$ cat config.mk
export PLATFORM = sky130hd
export DESIGN_NAME = utc_timer
export DESIGN_NICKNAME = d
export VERILOG_FILES = /design/src/logic/utc_pkg.sv /design/src/logic/utc_timer.sv
export SDC_FILE = /design/constraint.sdc
export NUM_CORES = 1
export LEC_CHECK = 0
export BUFFER_PORTS_ARGS = -buffer_cell sky130_fd_sc_hd__buf_2
export CORE_MARGIN = 2
export CORE_UTILIZATION = 45
export DETAILED_ROUTE_END_ITERATION = 7
export PLACE_DENSITY = 0.73
export SKIP_LAST_GASP = 1
export SLEW_MARGIN = 5
export SYNTH_ARGS = -nofsm -noshare
export SYNTH_HDL_FRONTEND = slang
export SYNTH_SLANG_ARGS = --single-unit
$ cat constraint.sdc
create_clock -name clk_sys -period 3.7 [get_ports clk_sys]
set_input_delay 0.555 -clock clk_sys [delete_from_list [all_inputs] [get_ports clk_sys]]
set_output_delay 0.555 -clock clk_sys [all_outputs]
set_load 0.02 [all_outputs]
$ cat src/logic/utc_pkg.sv
// package with register map, field layout and sizes of the up/down timer
package utc_pkg;
   // ****************************************
   // sizes
   // ****************************************
   localparam int UTC_CNT_W = 11;
   localparam int UTC_RTC_W = 22;
   localparam int UTC_ADDR_W = 8;
   localparam int UTC_DATA_W = 32;
   localparam int UTC_NUM_CH = 2;
   localparam int UTC_NUM_PIN = 12;
   localparam int UTC_SEL_W = 4;
   localparam int UTC_PER_W = 4;

   // ****************************************
   // register byte addresses
   // ****************************************
   localparam logic [7:0] UTC_ADDR_CTRL = 8'h00;
   localparam logic [7:0] UTC_ADDR_CAPTURE = 8'h04;
   localparam logic [7:0] UTC_ADDR_STATUS = 8'h08;
   localparam logic [7:0] UTC_ADDR_CLR_EVENT = 8'h0C;
   localparam logic [7:0] UTC_ADDR_CAPCNT1 = 8'h10;
   localparam logic [7:0] UTC_ADDR_CAPCNT2 = 8'h14;
   localparam logic [7:0] UTC_ADDR_COUNTER = 8'h18;

   // ****************************************
   // control register fields
   // ****************************************
   localparam int UTC_CTRL_RELOAD_LSB = 0;
   localparam int UTC_CTRL_DOWN_BIT = 11;
   localparam int UTC_CTRL_IRQ_EN_BIT = 12;
   localparam int UTC_CTRL_FREE_RUN_BIT = 13;
   localparam int UTC_CTRL_SYS_CLK_BIT = 14;
   localparam int UTC_CTRL_CLK_EN_BIT = 15;
   localparam int UTC_CTRL_ENABLE_BIT = 16;
   localparam int UTC_CTRL_W = 17;

   // ****************************************
   // capture config fields, channel n adds n or n * field width
   // ****************************************
   localparam int UTC_CAP_SEL_LSB = 0;
   localparam int UTC_CAP_FALL_BIT = 8;
   localparam int UTC_CAP_COUNT_EN_BIT = 10;
   localparam int UTC_CAP_IRQ_EN_BIT = 12;
   localparam int UTC_CAP_STAMP_BIT = 14;
   localparam int UTC_CAP_PER_LSB = 16;
   localparam int UTC_CAP_W = 24;

   // ****************************************
   // status and clear-event fields
   // ****************************************
   localparam int UTC_ST_EVENT_LSB = 0;
   localparam int UTC_ST_OVF_LSB = 2;
   localparam int UTC_ST_TIMER_BIT = 4;
   localparam int UTC_CLR_TIMER_BIT = 2;

   localparam logic [31:0] UTC_CTRL_RESET = 32'h0000_0000;
   localparam logic [31:0] UTC_CAP_RESET = 32'h0000_0000;
endpackage

$ cat src/logic/utc_timer.sv
// up/down timer with two-channel edge counting and capture
`timescale 1ns/1ps
module utc_timer import utc_pkg::*; #(
   parameter int CNT_W = UTC_CNT_W,
   parameter int RTC_W = UTC_RTC_W
) (
   input wire logic clk_sys,
   input wire logic arst_n,
   input wire logic [UTC_ADDR_W-1:0] reg_addr,
   input wire logic [UTC_DATA_W-1:0] reg_wdata,
   input wire logic reg_wr,
   input wire logic reg_rd,
   output logic [UTC_DATA_W-1:0] reg_rdata,
   input wire logic low_power_clock,
   input wire logic [UTC_NUM_PIN-1:0] port0_pin,
   input wire logic [RTC_W-1:0] rtc_value,
   output logic irq
);

   // ****************************************
   // registers
   // ****************************************
   logic [UTC_CTRL_W-1:0] updown_timer_control_register;
   logic [UTC_CAP_W-1:0] edge_capture_config_register;
   logic [UTC_NUM_CH-1:0] channel_event_flag;
   logic [UTC_NUM_CH-1:0] channel_snapshot_overflow;
   logic timer_event_flag;
   logic [RTC_W-1:0] channel_capture_count_value [UTC_NUM_CH];
   logic [CNT_W-1:0] count;

   logic [CNT_W-1:0] reload_threshold;
   logic count_direction_down;
   logic timer_interrupt_enable;
   logic free_running_enable;
   logic system_clock_select;
   logic timer_clock_enable;
   logic timer_run_enable;
   logic running;
   logic tick;
   logic [UTC_NUM_CH-1:0] channel_event_clear;
   logic timer_event_clear;
   logic ctrl_wr;
   logic cap_wr;
   logic clr_wr;

   assign reload_threshold = updown_timer_control_register[UTC_CTRL_RELOAD_LSB +: CNT_W];
   assign count_direction_down = updown_timer_control_register[UTC_CTRL_DOWN_BIT];
   assign timer_interrupt_enable = updown_timer_control_register[UTC_CTRL_IRQ_EN_BIT];
   assign free_running_enable = updown_timer_control_register[UTC_CTRL_FREE_RUN_BIT];
   assign system_clock_select = updown_timer_control_register[UTC_CTRL_SYS_CLK_BIT];
   assign timer_clock_enable = updown_timer_control_register[UTC_CTRL_CLK_EN_BIT];
   assign timer_run_enable = updown_timer_control_register[UTC_CTRL_ENABLE_BIT];

   assign ctrl_wr = reg_wr && (reg_addr == UTC_ADDR_CTRL);
   assign cap_wr = reg_wr && (reg_addr == UTC_ADDR_CAPTURE);
   assign clr_wr = reg_wr && (reg_addr == UTC_ADDR_CLR_EVENT);
   assign channel_event_clear = clr_wr ? reg_wdata[UTC_NUM_CH-1:0] : '0;
   assign timer_event_clear = clr_wr && reg_wdata[UTC_CLR_TIMER_BIT];

   // ****************************************
   // software writes
   // ****************************************
   // only arst_n resets state; nothing depends on the processor domain
   always_ff @(posedge clk_sys or negedge arst_n) begin
      if (!arst_n) begin
         updown_timer_control_register <= UTC_CTRL_RESET[UTC_CTRL_W-1:0];
      end else if (ctrl_wr) begin
         updown_timer_control_register <= reg_wdata[UTC_CTRL_W-1:0];
      end
   end

   always_ff @(posedge clk_sys or negedge arst_n) begin
      if (!arst_n) begin
         edge_capture_config_register <= UTC_CAP_RESET[UTC_CAP_W-1:0];
      end else if (cap_wr) begin
         edge_capture_config_register <= reg_wdata[UTC_CAP_W-1:0];
      end
   end

   // ****************************************
   // timer clock: system clock, or low-power clock synchronised and edge detected
   // ****************************************
   logic lp_meta;
   logic lp_sync;
   logic lp_prev;

   always_ff @(posedge clk_sys or negedge arst_n) begin
      if (!arst_n) begin
         lp_meta <= 1'b0;
         lp_sync <= 1'b0;
         lp_prev <= 1'b0;
      end else begin
         lp_meta <= low_power_clock;
         lp_sync <= lp_meta;
         lp_prev <= lp_sync;
      end
   end

   assign running = timer_clock_enable && timer_run_enable;
   assign tick = running && (system_clock_select || (lp_sync && !lp_prev));

   // ****************************************
   // main counter
   // ****************************************
   logic [CNT_W-1:0] next_count;
   logic reach;

   always_comb begin
      next_count = count;
      reach = 1'b0;
      if (!running) begin
         next_count = count_direction_down ? reload_threshold : '0;
      end else if (tick) begin
         if (count_direction_down) begin
            next_count = (count == '0) ? reload_threshold : count - 1'b1;
            reach = (next_count == '0) && (count != '0);
         end else if (free_running_enable) begin
            next_count = count + 1'b1; // wraps at all ones
            reach = (next_count == '0);
         end else begin
            next_count = (count == reload_threshold) ? '0 : count + 1'b1;
            reach = (next_count == reload_threshold) && (count != reload_threshold);
         end
      end
   end

   always_ff @(posedge clk_sys or negedge arst_n) begin
      if (!arst_n) begin
         count <= '0;
      end else begin
         count <= next_count;
      end
   end

   // set wins over a clear in the same cycle
   always_ff @(posedge clk_sys or negedge arst_n) begin
      if (!arst_n) begin
         timer_event_flag <= 1'b0;
      end else if (reach) begin
         timer_event_flag <= 1'b1;
      end else if (timer_event_clear) begin
         timer_event_flag <= 1'b0;
      end
   end

   // ****************************************
   // edge sense channels
   // ****************************************
   logic [UTC_NUM_PIN-1:0] pin_meta;
   logic [UTC_NUM_PIN-1:0] pin_sync;
   logic [UTC_NUM_PIN-1:0] pin_prev;

   always_ff @(posedge clk_sys or negedge arst_n) begin
      if (!arst_n) begin
         pin_meta <= '0;
         pin_sync <= '0;
         pin_prev <= '0;
      end else begin
         pin_meta <= port0_pin;
         pin_sync <= pin_meta;
         pin_prev <= pin_sync;
      end
   end

   logic [UTC_NUM_CH-1:0] ch_enabled_irq;

   genvar ch;
   generate
      for (ch = 0; ch < UTC_NUM_CH; ch++) begin : g_ch
         logic [UTC_SEL_W-1:0] channel_pin_select;
         logic [UTC_PER_W-1:0] period_max;
         logic falling_edge_select;
         logic count_mode_enable;
         logic interrupt_enable;
         logic snapshot_source;
         logic cur;
         logic prv;
         logic edge_seen;
         logic pending;
         logic [UTC_PER_W-1:0] edge_count;
         logic [RTC_W-1:0] cycle_count;
         logic group_done;
         logic take;
         logic [RTC_W-1:0] next_value;

         assign channel_pin_select =
            edge_capture_config_register[UTC_CAP_SEL_LSB + ch*UTC_SEL_W +: UTC_SEL_W];
         assign period_max =
            edge_capture_config_register[UTC_CAP_PER_LSB + ch*UTC_PER_W +: UTC_PER_W];
         assign falling_edge_select = edge_capture_config_register[UTC_CAP_FALL_BIT + ch];
         assign count_mode_enable = edge_capture_config_register[UTC_CAP_COUNT_EN_BIT + ch];
         assign interrupt_enable = edge_capture_config_register[UTC_CAP_IRQ_EN_BIT + ch];
         assign snapshot_source = edge_capture_config_register[UTC_CAP_STAMP_BIT + ch];

         // value 0 and values above the pin count select no pin
         always_comb begin
            cur = 1'b0;
            prv = 1'b0;
            for (int p = 0; p < UTC_NUM_PIN; p++) begin
               if (channel_pin_select == UTC_SEL_W'(p + 1)) begin
                  cur = pin_sync[p];
                  prv = pin_prev[p];
               end
            end
         end

         assign edge_seen = falling_edge_select ? (prv && !cur) : (!prv && cur);
         assign pending = channel_event_flag[ch] && !channel_event_clear[ch];
         // no groups complete while the timer is stopped
         assign group_done =
            running && count_mode_enable && edge_seen && (edge_count == period_max);
         assign take = count_mode_enable ? group_done : edge_seen;

         always_comb begin
            if (count_mode_enable) begin
               next_value = cycle_count + (tick ? RTC_W'(1) : RTC_W'(0));
            end else if (snapshot_source) begin
               next_value = rtc_value;
            end else begin
               next_value = RTC_W'(count);
            end
         end

         // edges counted per group, group of period_max plus one edges
         always_ff @(posedge clk_sys or negedge arst_n) begin
            if (!arst_n) begin
               edge_count <= '0;
            end else if (!running || !count_mode_enable || group_done) begin
               edge_count <= '0;
            end else if (edge_seen) begin
               edge_count <= edge_count + 1'b1;
            end
         end

         always_ff @(posedge clk_sys or negedge arst_n) begin
            if (!arst_n) begin
               cycle_count <= '0;
            end else if (!running || !count_mode_enable || group_done) begin
               cycle_count <= '0;
            end else if (tick) begin
               cycle_count <= cycle_count + 1'b1;
            end
         end

         always_ff @(posedge clk_sys or negedge arst_n) begin
            if (!arst_n) begin
               channel_capture_count_value[ch] <= '0;
            end else if (take && !pending) begin
               channel_capture_count_value[ch] <= next_value;
            end
         end

         always_ff @(posedge clk_sys or negedge arst_n) begin
            if (!arst_n) begin
               channel_event_flag[ch] <= 1'b0;
            end else if (take) begin
               channel_event_flag[ch] <= 1'b1;
            end else if (channel_event_clear[ch]) begin
               channel_event_flag[ch] <= 1'b0;
            end
         end

         always_ff @(posedge clk_sys or negedge arst_n) begin
            if (!arst_n) begin
               channel_snapshot_overflow[ch] <= 1'b0;
            end else if (take && pending) begin
               channel_snapshot_overflow[ch] <= 1'b1;
            end else if (channel_event_clear[ch]) begin
               channel_snapshot_overflow[ch] <= 1'b0;
            end
         end

         assign ch_enabled_irq[ch] = channel_event_flag[ch] && interrupt_enable;
      end
   endgenerate

   // ****************************************
   // interrupt output
   // ****************************************
   always_ff @(posedge clk_sys or negedge arst_n) begin
      if (!arst_n) begin
         irq <= 1'b0;
      end else begin
         irq <= (timer_event_flag && timer_interrupt_enable) || (|ch_enabled_irq);
      end
   end

   // ****************************************
   // register read
   // ****************************************
   logic [UTC_DATA_W-1:0] next_rdata;

   always_comb begin
      next_rdata = '0;
      unique case (reg_addr)
         UTC_ADDR_CTRL: next_rdata = UTC_DATA_W'(updown_timer_control_register);
         UTC_ADDR_CAPTURE: next_rdata = UTC_DATA_W'(edge_capture_config_register);
         UTC_ADDR_STATUS: begin
            next_rdata[UTC_ST_EVENT_LSB +: UTC_NUM_CH] = channel_event_flag;
            next_rdata[UTC_ST_OVF_LSB +: UTC_NUM_CH] = channel_snapshot_overflow;
            next_rdata[UTC_ST_TIMER_BIT] = timer_event_flag;
         end
         UTC_ADDR_CAPCNT1: next_rdata = UTC_DATA_W'(channel_capture_count_value[0]);
         UTC_ADDR_CAPCNT2: next_rdata = UTC_DATA_W'(channel_capture_count_value[1]);
         UTC_ADDR_COUNTER: next_rdata = UTC_DATA_W'(count);
         default: next_rdata = '0;
      endcase
   end

   always_ff @(posedge clk_sys or negedge arst_n) begin
      if (!arst_n) begin
         reg_rdata <= '0;
      end else if (reg_rd) begin
         reg_rdata <= next_rdata;
      end else begin
         reg_rdata <= '0;
      end
   end

endmodule

=== Word level (Yosys, flattened, before mapping) ===
Cells that the tools add are included.
W data, S select, Z words.

* Register bits: 225
* Output and inout port bits: 33
* Logic and storage cells: 215
* Bits of input ports: 79

* Muxes and demuxes: 88
* Equal/unequal tests: 36
* Add/subtract/negate cells: 8
* Reduce and logical (&&, ||, !) cells: 61

{| class="wikitable"
|+ Operators by type and width
! operator !! number
|-
| $mux W22 || 8
|-
| $pmux W19 S5 || 1
|-
| $mux W11 || 7
|-
| $mux W1 || 65
|-
| $add A22 B1 Y22 const B || 2
|-
| $eq A4 B4 Y1 const B || 10
|-
| $logic_not A11 Y1 || 3
|-
| $eq A4 B3 Y1 const B || 8
|-
| $pmux W5 S6 || 1
|-
| $logic_and A1 B1 Y1 || 28
|-
| $eq A8 B5 Y1 const B || 3
|-
| $mux W24 || 1
|-
| $add A22 B1 Y22 || 1
|-
| $add A22 B22 Y22 || 1
|-
| $eq A11 B11 Y1 || 2
|-
| $reduce_bool A2 Y1 || 9
|-
| $eq A4 B2 Y1 const B || 4
|-
| $eq A8 B4 Y1 const B || 2
|-
| $mux W4 || 4
|-
| $logic_not A1 Y1 || 12
|-
| $add A11 B1 Y11 const B || 1
|-
| $ne A11 B11 Y1 || 1
|-
| $reduce_bool A11 Y1 || 1
|-
| $sub A11 B1 Y11 const B || 1
|-
| other kinds (9) || 17
|}

=== Logic depth before layout (Yosys ltp) ===
* Depth after elaboration: 21
* Mapped depth: 13
* Depth with buffers taken out: 12

=== Worst setup path after synthesis ===
No wires, ideal clock.

* Path kind: register to register
* Start: register edge_capture_config_register[0]
* End: register channel_capture_count_value[23] (netlist name)
* Library setup time: 0.125 ns
* Setup slack: 0.908 ns
* Required time: 3.575 ns
* Data arrival time: 2.668 ns
* Cell stages (with the launch flop): 10
* Cell sequence: dfrtp_1 -> buf_6 -> mux2i_1 -> mux4_2 -> mux2_2 -> or3_1 -> buf_6 -> a221oi_4 -> buf_6 -> mux2_2

* Longest elaborated chain between the ends: 20
* Elaborated cells on any way between the ends: 45
* Classes of those cells: eq/ne (12); mux (26); reduce/logical (7)

{| class="wikitable"
|+ Ends and longest elaborated chain
! item !! RTL line !! RTL
|-
| start: declaration || utc_timer.sv:24 || <nowiki>logic [UTC_CAP_W-1:0] edge_capture_config_register;</nowiki>
|-
| start signal: assignment || utc_timer.sv:74 || <nowiki>edge_capture_config_register <= UTC_CAP_RESET[UTC_CAP_W-1:0];</nowiki>
|-
| start signal: assignment || utc_timer.sv:76 || <nowiki>edge_capture_config_register <= reg_wdata[UTC_CAP_W-1:0];</nowiki>
|-
| $eq A4 B1 Y1 || utc_timer.sv:200 || <nowiki>if (channel_pin_select == UTC_SEL_W'(p + 1)) begin</nowiki>
|-
| $mux W1 (12 in a row) || utc_timer.sv:200 ||
|-
| $logic_not A1 Y1 || utc_timer.sv:207 || <nowiki>assign edge_seen = falling_edge_select ? (prv && !cur) : (!prv && cur);</nowiki>
|-
| $logic_and A1 B1 Y1 || utc_timer.sv:207 ||
|-
| $mux W1 * || utc_timer.sv:207 ||
|-
| $logic_and A1 B1 Y1 (2 in a row) || utc_timer.sv:211 || <nowiki>running && count_mode_enable && edge_seen && (edge_count == period_max);</nowiki>
|-
| $mux W1 * || utc_timer.sv:212 || <nowiki>assign take = count_mode_enable ? group_done : edge_seen;</nowiki>
|-
| $logic_and A1 B1 Y1 * || utc_timer.sv:248 || <nowiki>end else if (take && !pending) begin</nowiki>
|-
| end signal: indexed assignment || utc_timer.sv:249 || <nowiki>channel_capture_count_value[ch] <= next_value;</nowiki>
|-
| end: declaration || utc_timer.sv:28 || <nowiki>logic [RTC_W-1:0] channel_capture_count_value [UTC_NUM_CH];</nowiki>
|}

Mark *: on every way between the ends. The rest lies on a longest branch, timed or not.
A chain may end at the register's enable or synchronous reset.

=== Final worst setup path ===
* Start: register edge_capture_config_register[0]
* End: register channel_capture_count_value[37] (netlist name)

Same word-level chain as after synthesis.

==> results.cfg <==
[detailed_routing]
vias_per_cell = 6.00
drc = 0
wl_per_cell_um = 20.4
routed_wl_um = 33900
drtIter0Drc = 998
final_antenna_net_count = 0
drt_first_pass_iters = 5
route.vias.total = 9973

[placed_design]
dp_hpwl_um = 24500
placed_cell_area_mm2 = 0.0130
gp_congestion = 0.933
portBuffers = 95
pre_cts_ws_ns = 0.555

[yosys]
yosysTopAreaCell = dfrtp_1
avgSynthCellArea_um2 = 9.79
synth_top_area_share = 0.444
ys_ff_latch = 217
synthArstFlopShare = 1.00
synthCells = 1250
synth_ff_type = dfrtp_1
synth_edf_count = 0
synth_area_mm2 = 0.0122
synth_area_leaders = dfrtp_1, mux2_2, xnor2_1
ys_seq_area_frac = 0.444
yosys_warnings = 0
ys_types = 63

[clock_network]
clk_latency_ns = 0.54
numClockSinks = 217
cts_root_buffer = clkbuf_16
cts-resized-gates = 0
h-tree-depth = 1
postCtsSetupBuffers = 0
cts_buffer_depth = 3
cts_buffers = 25
clk_pin_slew_worst_paths_ns = 0.06
cts_hold_buf = 0
cts_tree = built

[floorplanning]
fp-row-count = 60
die_w_um = 169
start_util = 0.457
num_io_pins = 112
core_area_mm2 = 0.0268
fp.dieH_um = 169
die_area_mm2 = 0.0285

[global_routing]
grt_pass1_wl_um = 54000
track_usage = 0.239
antenna_found_initial = 1
grt-ovfl-total = 0
grt_pass1_vias = 9772
grt_max_degree = 91

[timing]
hold_violations = 0
whs_ns = 0.0537
setup_viol = 0
slew_headroom = 0.300
rsz0062_at_grt = no
tns_ns = 0
slew_violations = 0
timing.final.crit_share = 0.867
tightest_slew_ns = 1.05
max_freq_mhz = 312
setup_slack_ns = 0.491
period_needed_ns = 3.21
fin_skew_ns = 0.0152

[pwr]
ir_drop_mv = 0.329
pwr-share-seq = 0.471
p_comb_frac = 0.094
leakagePower_uw = 0.00580
p_sw_uw = 1440
p_per_area_mw_per_mm2 = 409
intPower_uw = 4190
p_clk_frac = 0.436
power_switching_share = 0.255

[run_status]
status = finished, final reports clean

[critical_path]
r2r-start = edge_capture_config_register[0]
timing.rr.end = channel_capture_count_value[37]
crit_arrival_ns = 3.63
critPathMaxFanout = 16
cp-end-kind = register
crit_type = register to register
worst_ep_required_time_ns = 4.12
reg2reg_depth = 9
r2r_setup_slack_ns = 0.49
cp-start-kind = register

[cells_and_area]
drive_above_1_share = 0.204
fin_util = 0.514
design_area_mm2 = 0.0138
area_delta_synth_final_pct = 12.6
final_nets = 1393

[job]
max_cap_viol_count = 0

[min_path]
hold_class = input pin to async pin
[sequential cells by signal, indices dropped and copies added (netlist names)]
name,flops
lp_meta,1
channel_capture_count_value,44
g_ch.edge_count,8
g_ch.cycle_count,44
timer_event_flag,1
count,11
channel_snapshot_overflow,2
updown_timer_control_register,17
irq,1
lp_sync,1
pin_sync,12
edge_capture_config_register,24
pin_prev,12
pin_meta,12
lp_prev,1
channel_event_flag,2
reg_rdata,24
[worst max-delay path, stage by stage (launching register included)]
cell and delay [ns]:
dfrtp_1 0.55, buf_4 0.25, mux2i_1 0.08, o21ai_0 0.15
o21ai_0 0.13, mux2_2 0.31, or3_1 0.56, a221oi_4 0.37
buf_4 0.29, mux2_2 0.37
[synth_stat cells (all sizes together), types with 4 or more instances]
master	n
mux2i	49
a22o	12
nor2	66
nor3	72
nand3b	4
nand3	57
nor4	10
a31oi	12
nor4b	4
mux2	94
nand4b	5
nor2b	15
a22oi	40
dfrtp	217
nor3b	5
a21oi	41
or3	6
xnor2	67
and2	7
o211ai	10
o21ai	62
ha	11
buf	27
and3	13
clkbuf	81
a211oi	6
inv	14
xor2	52
nand4	26
nand2	110
o31ai	5
[metal layers]
layer  track usage  share of wire  wire [µm]
met2         0.367           0.45      15400
met3        0.0456          0.078       2640
met5             0              0          0
met4         0.109          0.045       1530
met1         0.328           0.42      14300
[cells in the final DEF (no fill, tap or decap), types with 15 or more instances in the layout]
| cell | instances |
|---|---|
| clkbuf_16 | 25 |
| nor2b_1 | 15 |
| o21ai_0 | 62 |
| xor2_1 | 52 |
| nand2_1 | 110 |
| nand4_1 | 26 |
| mux2_2 | 94 |
| nor3_1 | 72 |
| xnor2_1 | 67 |
| a21oi_1 | 41 |
| nor2_1 | 66 |
| buf_2 | 94 |
| buf_4 | 31 |
| mux2i_1 | 49 |
| nand3_1 | 57 |
| dfrtp_1 | 217 |
| a22oi_1 | 40 |
[logic make-up after synthesis]
family / synth area share
AND/OR/NAND/NOR: 0.168
other: 0.000306
multiplexers: 0.130
buffers and inverters: 0.0430
XOR/XNOR: 0.0870
flip-flops: 0.444
AO/OA/AOI/OAI: 0.116
adder cells (fa/ha/maj): 0.0112
[power by group through the flow]
stage	sequential (µW)	combinational, µW	clock (µW)
detailed placement	2690	523	0
global placement	2680	508	0
CTS	2650	524	2490
finish	2650	527	2450
global route	2670	576	2590
floorplan	2620	357	0
[worst max path at each step]
stage | cells after the start | to | slack (ns) | start
after global placement | 9 | channel_capture_count_value[41] | 0.58 | edge_capture_config_register[0]
after floorplan | 9 | channel_capture_count_value[23] | 0.91 | edge_capture_config_register[0]
after global routing | 9 | channel_capture_count_value[37] | 0.32 | edge_capture_config_register[0]
after detailed placement | 9 | channel_capture_count_value[20] | 0.56 | edge_capture_config_register[6]
final | 9 | channel_capture_count_value[37] | 0.49 | edge_capture_config_register[0]
after CTS | 9 | channel_capture_count_value[37] | 0.54 | edge_capture_config_register[0]
[through the flow]
stage / power, µW / instances
global placement: 3190 / 1617
finish: 5630 / 1662
CTS: 5660 / 1661
global route: 5840 / 1661
floorplan: 2980 / 1257
detailed placement: 3210 / 1617
[cell type report]
type                    instances  area [µm²]
diodes                          1        2.50
clock buffers                  31         678
clock inverters                13         140
fillers                      2400       13000
inverters                      14        52.6
multi-input cells             918        6310
flip-flops and latches        217        5430
well taps                     341         427
repair buffers                127         738
(Power assumes the default switching activity.)
